`config.mk`:
```
export PLATFORM = sky130hd
export DESIGN_NAME = frs_core
export DESIGN_NICKNAME = d
export VERILOG_FILES = /design/src/frs_pkg.sv /design/src/frs_core.sv /design/src/frs_sync.sv
export VERILOG_INCLUDE_DIRS = /design/src
export SDC_FILE = /design/constraint.sdc
export NUM_CORES = 1
export LEC_CHECK = 0
export BUFFER_PORTS_ARGS = -buffer_cell sky130_fd_sc_hd__buf_2
export CAP_MARGIN = 5
export CORE_MARGIN = 5
export CORE_UTILIZATION = 40
export DETAILED_ROUTE_END_ITERATION = 8
export PLACE_DENSITY_LB_ADDON = 0.3
export SLEW_MARGIN = 20
export SYNTH_ARGS = -nofsm -noshare
export SYNTH_HDL_FRONTEND = slang
export SYNTH_SLANG_ARGS = --single-unit
```
`constraint.sdc`:
```
create_clock -name i_clk -period 5.4 [get_ports i_clk]
set_input_delay 1.08 -clock i_clk [delete_from_list [all_inputs] [get_ports i_clk]]
set_output_delay 1.08 -clock i_clk [all_outputs]
set_load 0.02 [all_outputs]
```
`src/frs_params.svh`:
```
`ifndef FRS_PARAMS_SVH
`define FRS_PARAMS_SVH

// Instruction codes
`define FRS_CMD_ARM          8'h66
`define FRS_CMD_FIRE         8'h99
`define FRS_CMD_LEGACY       8'hF0
`define FRS_CMD_MODE_CLEAR   8'hFF
`define FRS_CMD_SLEEP_ENTRY  8'hB9
`define FRS_CMD_SLEEP_EXIT   8'hAB

// Field layout and reset values
`define FRS_BITS_PER_CMD     4'h8
`define FRS_PIN_IDLE         7'h60
`define FRS_LEGACY_RST       1'b0

// Timing, in ns, and clock period
`define FRS_CLK_NS           5
`define FRS_T_SLEEP_ENTRY_NS 3000
`define FRS_T_SLEEP_EXIT_NS  3000
`define FRS_T_RESTART_NS     3000

// Longest time rounds down, least times round up
`define FRS_SLEEP_ENTRY_CYC  (`FRS_T_SLEEP_ENTRY_NS / `FRS_CLK_NS)
`define FRS_SLEEP_EXIT_CYC   ((`FRS_T_SLEEP_EXIT_NS + `FRS_CLK_NS - 1) / `FRS_CLK_NS)
`define FRS_RESTART_CYC      ((`FRS_T_RESTART_NS + `FRS_CLK_NS - 1) / `FRS_CLK_NS)

`endif

```
`src/frs_pkg.sv`:
```
package frs_pkg;

  typedef enum logic [2:0]
  {
    ST_STANDBY,
    ST_SLEEP_ENTRY,
    ST_SLEEP,
    ST_SLEEP_EXIT,
    ST_RESTART
  } frs_state_type;

  typedef struct packed
  {
    logic       hw_rst_n;
    logic       cs_n;
    logic       sck;
    logic [3:0] io;
  } frs_pins_type;

  typedef struct packed
  {
    logic sleeping;
    logic ready;
    logic armed;
    logic cont_read;
    logic restart_busy;
  } frs_status_type;

endpackage

```
`src/frs_core.sv`:
```
`timescale 1ns/1ps
`include "frs_params.svh"
// Notes on behaviour
// - Restart needs arm command directly followed by fire command.
// - Any command after arm other than fire drops the armed state.
// - Fire received right after arm starts the software restart.
// - Legacy restart works only when its enable bit is set; default off.
// - Mode-bits clear leaves continuous read and returns to standby.
// - Mode-bits clear is eight ones on io0; io1 to io3 ignored.
// - In quad mode mode-bits clear arrives on four lines, two clocks.
// - Sleep entry accepted only while the embedded busy flag is zero.
// - Sleep entry executes only if chip select rises after bit eight.
// - After a valid sleep entry, sleep is reached within entry time.
// - In sleep only sleep exit is recognised; all else ignored.
// - After power-up the device is in standby, never sleep.
// - Sleep exit wakes the device and returns no identification value.
// - New commands accepted only after sleep exit time has elapsed.
// - Hardware restart also takes the device out of sleep.
// - In quad mode sleep commands are shifted in on four lines.
// - Restart acts on chip select rise, then needs the settle time.
// - Software restart reloads volatile state but keeps both lock bits.
module frs_core
  import frs_pkg::*;
(
  input  wire logic           i_clk,
  input  wire logic           i_rst_n,
  input  wire frs_pins_type   i_pins,
  input  wire logic           i_quad_mode,
  input  wire logic           i_busy,
  input  wire logic           i_cont_read_set,
  input  wire logic           i_legacy_wr,
  input  wire logic           i_legacy_val,
  input  wire logic           i_cfg_lock_set,
  input  wire logic           i_guard_lock_set,
  output logic      [3:0]     o_io,
  output logic      [3:0]     o_io_oe,
  output logic                o_sw_restart,
  output logic                o_legacy_en,
  output logic                o_cfg_lock,
  output logic                o_guard_lock,
  output frs_status_type      o_status
);

  localparam int ENTRY_CYC   = `FRS_SLEEP_ENTRY_CYC;
  localparam int EXIT_CYC    = `FRS_SLEEP_EXIT_CYC;
  localparam int RESTART_CYC = `FRS_RESTART_CYC;

  frs_pins_type  pins_s;
  logic          sck_d_r;
  logic          cs_d_r;
  logic          sck_rise;
  logic          cs_rise;
  logic [3:0]    cnt_r;
  logic          over_r;
  logic [7:0]    shift_r;
  logic [7:0]    shift_nxt;
  logic [3:0]    cnt_nxt;
  logic          byte_done;
  logic [7:0]    cmd_r;
  logic          exact8;
  logic          armed_r;
  logic          cont_read_r;
  logic          legacy_en_r;
  logic          cfg_lock_r;
  logic          guard_lock_r;
  logic          hw_rst;
  logic          sw_start;
  logic [11:0]   timer_r;
  logic          timer_done;
  frs_state_type state_r;
  frs_state_type state_nxt;

  frs_sync
  #(
    .W       (7),
    .RST_VAL (`FRS_PIN_IDLE)
  )
  u_pin_sync
  (
    .i_clk   (i_clk),
    .i_rst_n (i_rst_n),
    .i_async (i_pins),
    .o_sync  (pins_s)
  );

  // Edge detection on synchronised pins
  always_ff @(posedge i_clk)
  begin
    sck_d_r <= i_rst_n ? pins_s.sck : 1'b0;
    cs_d_r  <= i_rst_n ? pins_s.cs_n : 1'b1;
  end
  assign sck_rise = pins_s.sck && !sck_d_r && !pins_s.cs_n;
  assign cs_rise  = pins_s.cs_n && !cs_d_r;
  assign hw_rst   = !pins_s.hw_rst_n;

  // quad mode takes a nibble per clock
  // sleep commands share the quad path
  always_comb
  begin
    if (i_quad_mode)
    begin
      shift_nxt = {shift_r[3:0], pins_s.io};
      cnt_nxt   = cnt_r + 4'h4;
    end
    else
    begin
      shift_nxt = {shift_r[6:0], pins_s.io[0]};
      cnt_nxt   = cnt_r + 4'h1;
    end
  end

  assign byte_done = sck_rise && !over_r && (cnt_nxt == `FRS_BITS_PER_CMD);
  assign exact8    = (cnt_r == `FRS_BITS_PER_CMD) && !over_r;

  // Instruction shifter and bit count
  always_ff @(posedge i_clk)
  begin
    if (!i_rst_n || pins_s.cs_n)
      {shift_r, cnt_r, over_r} <= '0;
    else if (sck_rise)
    begin
      shift_r <= shift_nxt;
      if (cnt_r >= `FRS_BITS_PER_CMD)
        over_r <= 1'b1;
      else
        cnt_r <= cnt_nxt;
    end
  end

  always_ff @(posedge i_clk)
  begin
    if (!i_rst_n)
      cmd_r <= '0;
    else if (byte_done)
      cmd_r <= shift_nxt;
  end

  // restart decided at chip select rise
  assign sw_start = cs_rise && exact8 && (state_r == ST_STANDBY) && !cont_read_r &&
                    (((cmd_r == `FRS_CMD_FIRE) && armed_r) ||
                     ((cmd_r == `FRS_CMD_LEGACY) && legacy_en_r));

  // arm only on an exact arm command
  always_ff @(posedge i_clk)
  begin
    if (!i_rst_n || hw_rst || sw_start)
      armed_r <= 1'b0;
    else if (state_r == ST_STANDBY && !cont_read_r)
    begin
      if (byte_done && shift_nxt != `FRS_CMD_FIRE)
        armed_r <= 1'b0;
      else if (cs_rise && exact8 && cmd_r == `FRS_CMD_ARM)
        armed_r <= 1'b1;
    end
  end

  always_ff @(posedge i_clk)
  begin
    if (!i_rst_n || hw_rst || sw_start)
      cont_read_r <= 1'b0;
    else if (byte_done && shift_nxt == `FRS_CMD_MODE_CLEAR)
      cont_read_r <= 1'b0;
    else if (i_cont_read_set && state_r == ST_STANDBY)
      cont_read_r <= 1'b1;
  end

  always_ff @(posedge i_clk)
  begin
    if (!i_rst_n || hw_rst || sw_start)
      legacy_en_r <= `FRS_LEGACY_RST;
    else if (i_legacy_wr && state_r == ST_STANDBY)
      legacy_en_r <= i_legacy_val;
  end

  always_ff @(posedge i_clk)
  begin
    if (!i_rst_n || hw_rst)
      {cfg_lock_r, guard_lock_r} <= 2'b00;
    else if (state_r == ST_STANDBY)
    begin
      if (i_cfg_lock_set)
        cfg_lock_r <= 1'b1;
      if (i_guard_lock_set)
        guard_lock_r <= 1'b1;
    end
  end

  assign timer_done = (state_r == ST_SLEEP_ENTRY && timer_r == 12'(ENTRY_CYC - 1)) ||
                      (state_r == ST_SLEEP_EXIT && timer_r == 12'(EXIT_CYC - 1)) ||
                      (state_r == ST_RESTART && timer_r == 12'(RESTART_CYC - 1));

  always_comb
  begin
    state_nxt = state_r;
    unique case (state_r)
      ST_STANDBY:
      begin
        if (sw_start)
          state_nxt = ST_RESTART;
        // sleep entry needs idle busy flag
        // exact eight bits before cs rise
        else if (cs_rise && exact8 && !cont_read_r && !i_busy &&
                 cmd_r == `FRS_CMD_SLEEP_ENTRY)
          state_nxt = ST_SLEEP_ENTRY;
      end
      ST_SLEEP_ENTRY:
        if (timer_done)
          state_nxt = ST_SLEEP;
      ST_SLEEP:
        if (cs_rise && exact8 && cmd_r == `FRS_CMD_SLEEP_EXIT)
          state_nxt = ST_SLEEP_EXIT;
      ST_SLEEP_EXIT:
        if (timer_done)
          state_nxt = ST_STANDBY;
      ST_RESTART:
        if (timer_done)
          state_nxt = ST_STANDBY;
    endcase
    if (hw_rst)
      state_nxt = ST_RESTART;
  end

  always_ff @(posedge i_clk)
  begin
    if (!i_rst_n)
      state_r <= ST_STANDBY;
    else
      state_r <= state_nxt;
  end

  always_ff @(posedge i_clk)
  begin
    if (!i_rst_n || state_nxt != state_r || hw_rst)
      timer_r <= '0;
    else if (state_r != ST_STANDBY && state_r != ST_SLEEP)
      timer_r <= timer_r + 12'h001;
  end

  // Registered outputs
  always_ff @(posedge i_clk)
  begin
    if (!i_rst_n)
      {o_io, o_io_oe, o_sw_restart, o_legacy_en, o_cfg_lock, o_guard_lock, o_status} <= '0;
    else
    begin
      o_io                  <= '0;
      o_io_oe               <= '0;
      o_sw_restart          <= sw_start;
      o_legacy_en           <= legacy_en_r;
      o_cfg_lock            <= cfg_lock_r;
      o_guard_lock          <= guard_lock_r;
      o_status.sleeping     <= (state_r == ST_SLEEP);
      o_status.ready        <= (state_r == ST_STANDBY);
      o_status.armed        <= armed_r;
      o_status.cont_read    <= cont_read_r;
      o_status.restart_busy <= (state_r == ST_RESTART);
    end
  end
endmodule

```
`src/frs_sync.sv`:
```
`timescale 1ns/1ps
module frs_sync
#(
  parameter int               W       = 1,
  parameter logic [W-1:0]     RST_VAL = '0
)
(
  input  wire logic         i_clk,
  input  wire logic         i_rst_n,
  input  wire logic [W-1:0] i_async,
  output logic      [W-1:0] o_sync
);

  logic [W-1:0] meta_r;

  // Two-stage synchroniser
  always_ff @(posedge i_clk)
  begin
    if (!i_rst_n)
    begin
      meta_r <= RST_VAL;
      o_sync <= RST_VAL;
    end
    else
    begin
      meta_r <= i_async;
      o_sync <= meta_r;
    end
  end

endmodule

```
* Word level (Yosys, flattened, before mapping)
Cells that the tools add are included.
** Word-level totals
- Bits of input ports :: 16
- Latch bits :: 0
- Bits in read-only memories :: 0
- Output and inout port bits :: 17
- Bits in registers :: 65
- Logic and storage cells :: 108
- Bits in writable memories :: 0
- Memories kept :: 0
** Cells by class
- Muxes and demuxes :: 11
- Eq/ne operators :: 16
- $add $sub $neg :: 3
- $lt $le $gt $ge :: 1
- $mul :: 0
- Reduce and logical (&&, ||, !) cells :: 52
- Shifts and indexed selects :: 0
- Bitwise operators :: 1
- Div/mod/pow operators :: 0
** Operators with widths (number)
- $eq 8x8->1 const B :: 5
- $logic_and 1x1->1 :: 26
- $mux 3 :: 6
- $add 12x1->12 const B :: 1
- $eq 12x10->1 const B :: 1
- $pmux 3 s4 :: 1
- $reduce_and 2->1 :: 5
- $eq 4x4->1 const B :: 2
- $eq 8x7->1 const B :: 1
- $logic_not 1->1 :: 8
- $logic_or 1x1->1 :: 8
- $mux 8 :: 1
- $ne 8x8->1 const B :: 1
- $eq 3x2->1 const B :: 2
- $add 4x1->4 const B :: 1
- $add 4x3->4 const B :: 1
- $ge 4x4->1 const B :: 1
- $mux 4 :: 1
- $reduce_or 2->1 :: 2
- $eq 3x1->1 const B :: 1
- $eq 3x3->1 const B :: 1
- $logic_not 3->1 :: 1
- $ne 3x2->1 const B :: 1
- $ne 3x3->1 :: 1
- 4 further kinds :: 5

* Logic depth before layout (Yosys ltp)
- Depth after elaboration :: 13
- Mapped depth :: 8
- Depth with buffers taken out :: 7

* By module
A second synthesis with hierarchy kept.
** Second synthesis, totals
- Cells, all modules :: 310
- Area, all modules :: 2847.7 µm²
** Modules (own cells, without submodules)
- frs_core :: sequential area each 1021.0 µm², cells an instance 281, area an instance 2459.9 µm², instances 1
- frs_sync :: sequential area each 280.3 µm², cells an instance 29, area an instance 387.9 µm², instances 1

* Worst setup path before layout
OpenSTA, ideal clock, no wires.
- Path type :: input-to-reg
- From :: input i_quad_mode
- To :: register armed_r
- Cell stages on the path :: 6
- Setup slack :: 2.879 ns
- Arrival time :: 2.382 ns
- Library setup time :: 0.139 ns
- Required time :: 5.261 ns
- Path buffers :: 1
- Path through :: buf_4 or3b_4 a221oi_4 o211ai_4 inv_2 a311oi_1
** On the way
- Word-level cells in the longest chain between the ends :: 6
- Elaborated cells on any way between the ends :: 9
- Classes of those cells :: eq/ne (2); mux (3); reduce/logical (4)
** RTL lines
- start, declared :: line frs_core.sv:28 : input wire logic i_quad_mode,
- $mux 4 :: line frs_core.sv:100 : if (i_quad_mode)
- $eq 4x4->1 (no source line)
- $logic_and 1x1->1 :: line frs_core.sv:112 : assign byte_done = sck_rise && !over_r && (cnt_nxt == `FRS_BITS_PER_CMD);
- $logic_and 1x1->1 (no source line) (*)
- $reduce_bool 2->1 (no source line)
- $reduce_and 2->1 (no source line)
- end signal, assigned :: line frs_core.sv:147 : armed_r <= 1'b0;
- end signal, assigned :: line frs_core.sv:151 : armed_r <= 1'b0;
- end signal, assigned :: line frs_core.sv:153 : armed_r <= 1'b1;
- end, declared :: line frs_core.sv:61 : logic armed_r;
Every way passes the cells marked *; elsewhere a longest branch is shown, timed or not.
A chain may end at the register's enable or synchronous reset.

* Worst setup path after layout
Same ends and word-level chain as after synthesis.

==> impl_metrics.ini <==
[floorplanning]
die_height_um = 95.8
core_area_sq_mm = 0.00721
num_rows = 31
start_util = 0.408
die_w_um = 95.8
die_area_sq_mm = 0.00918
num_io_pins = 33

[detailed_routing]
drc_errors = 0
wl_mm = 5.81
postRouteAntennaNets = 0
dr.pass1.iters = 5
first_iter_violations = 140
vias = 2163
avgViaCountPerCell = 5.00
drt-wirelength-per-cell_um = 13.4

[critical_path]
end_kind = flip-flop
critPathArrivalTime_ps = 2800
worstPathRequired_ps = 5610
path_cells = buf_2 > or3b_2 > a221oi_4 > o211ai_4 > inv_2 > a311oi_1
r2r_cells = 7
r2r_end = timer_r[2]
r2r_slack_ps = 2840
slowest_delay_ps = 520
path_class = input port to flip-flop
r2r-start = cnt_r[0]
crit_slowest_cell = or3b_2
crit_fanout = 20
start_kind = input port

[yosys]
synth.distinct_cells = 61
synth_warnings = 0
ys_seq_area_frac = 0.442
async_flop_share = 0
ys.flop_type = dfxtp_1
syn_area_sq_mm = 0.00295
synth-seq-cells = 65
netlist_instances = 306
syn_avg_cell_area_sq_um = 9.63
synth-edff-count = 0

[placed_design]
place_hpwl_mm = 4.16
placedCellCount = 417
place_congestion = 0.831
io_buffers = 24

[grt]
grt_pass1_wl_mm = 9.76
grt_use_met3 = 0.0438
grt_pass1_vias = 1986
gr-usage-all-layers = 0.140
grt_max_degree = 33
use_met1 = 0.193
grt.busiest_layer = met2
use_met2 = 0.199
antenna_found_initial = 0
globalRouteOverflowTotal = 0

[cts]
clock_path_buffers = 2
cts_sinks = 65
hold_buffers = 0
postCtsSetupBuffers = 0
clk_latency_ps = 340
cts_resized = 0
h-tree-depth = 3
cts_inserted_buffers = 9
clkSlewWorstSetupHoldPaths_ps = 70
cts_tree = done
cts-root-buf = clkbuf_8

[layout]
num-fill-cells = 720
nets = 349
final_cell_mix = dfxtp_1, nor2_1, buf_2, and2_1
drive_gt1_frac = 0.192
diodes = 0
area_growth_pct = 12.7
layout_commonest_cell = dfxtp_1
stdcell_count = 433

[sta]
slew-limit-headroom = 0.343
fin_crit_ps = 2590
max_freq_ghz = 0.386
hold_viol = 0
period_share = 0.480
setup_viol = 0
skew_ps = 7.58
worst_slew_pin_slew_ps = 986
setup-tns-final_ps = 0
drv_slew = 0
rsz0062_at_grt = no

[power_and_ir_drop]
power_density_mw_per_mm2 = 311
p_leak_nw = 1.22
ir_drop_uv = 166

[outcome]
outcome = complete, no violations

[worst_hold_path]
hold_end = u_pin_sync.o_sync[6]
hold_start = u_pin_sync.meta_r[6]
hold_depth = 1
hold_path_class = flip-flop to flip-flop

[job]
cap_violations = 0
==> synth_stat cells (2+ instances only) <==
library cell / instances / area [sq um]
dfxtp_1: 65 / 1300
nor2_1: 33 / 124
and2_1: 18 / 113
a21oi_1: 15 / 75.1
nand2_1: 15 / 56.3
a211oi_1: 11 / 82.6
nor3_2: 11 / 110
xnor2_1: 11 / 96.3
inv_1: 10 / 37.5
mux2i_1: 10 / 100
buf_4: 9 / 67.6
nand3_1: 9 / 45.0
clkbuf_1: 5 / 18.8
nand2b_1: 5 / 31.3
nor2b_1: 5 / 31.3
and3_1: 4 / 25.0
ha_1: 4 / 50.1
nor3_1: 4 / 20.0
xor2_1: 4 / 35.0
buf_2: 3 / 15.0
nand4_1: 3 / 18.8
nor4_1: 3 / 18.8
o21ai_0: 3 / 15.0
a311oi_1: 2 / 17.5
a31oi_1: 2 / 12.5
nand3b_1: 2 / 15.0
nor3b_1: 2 / 15.0
o2111ai_1: 2 / 17.5
o211ai_1: 2 / 15.0
o21a_1: 2 / 15.0
o21ai_1: 2 / 10.0
==> routing by layer <==
layer,up-vias,part of all wire
met1,989,0.51
met3,7,0.054
met5,-,0
met4,0,0.012
li1,1112,-
met2,55,0.43
==> cell type report <==
cell class,instances,area (sq um),area share
multi-input combinational,217,1510,0.455
clock buffer,9,124,0.0373
inverter,12,45.0,0.0136
sequential,65,1300,0.392
tap,99,124,0.0373
timing repair buffer,24,120,0.0362
clock inverter,7,95.1,0.0287
==> state kept, by name (all words and copies together), names as in the netlist, 3 cells and up <==
register / count
timer_r: 12
cmd_r: 8
shift_r: 7
u_pin_sync.meta_r: 7
u_pin_sync.o_sync: 7
o_status: 5
cnt_r: 4
state_r: 3
==> critical path, delay by kind of cell <==
| kind | cells | cell delay, ps |
|---|---|---|
| buffers and inverters | 2 | 500 |
| AND/OR/NAND/NOR | 1 | 520 |
| AO/OA/AOI/OAI | 3 | 700 |
==> power by group <==
part	total [W]	leakage [nW]	switching [W]	internal [W]
sequential	0.000504	0.529	0.0000115	0.000493
combinational	0.0000746	0.584	0.0000488	0.0000257
clock	0.000454	0.109	0.000194	0.000260
total	0.00103	1.22	0.000255	0.000778
==> metrics by stage <==
stage          hold slack [ps]  instance area (sq um)  power (W)   util  setup slack (ps)
6_report                   410                   3320    0.00103  0.460              2810
5_1_grt                    424                   3320    0.00108  0.460              2620
4_1_cts                    416                   3320    0.00104  0.460              2790
3_5_place_dp               400                   3100   0.000590  0.430              2460
3_3_place_gp               391                   3100   0.000589  0.430              2480
2_1_floorplan              386                   2970   0.000577      -              2880
==> how the worst max path moves through the flow <==
stage / startpoint / end / slack (ps) / cells past startpoint
3_5_place_dp: i_quad_mode / armed_r / 2460 / 6
5_1_grt: cnt_r[0] / timer_r[2] / 2620 / 7
4_1_cts: cnt_r[0] / timer_r[2] / 2790 / 7
6_report: i_quad_mode / armed_r / 2810 / 6
3_3_place_gp: i_quad_mode / armed_r / 2480 / 6
2_1_floorplan: i_quad_mode / armed_r / 2880 / 6
==> cell families after synthesis <==
group | after synthesis | share of synthesized area
adders and majority gates | 4 | 0.0170
AOI/OAI and AO/OA | 51 | 0.139
DFF | 65 | 0.442
and+or+nand+nor | 128 | 0.264
xor gates and xnor gates | 15 | 0.0446
muxes | 11 | 0.0378
buffers and inverters | 31 | 0.0548
other | 1 | 0.00127
(Power assumes the default switching activity.)
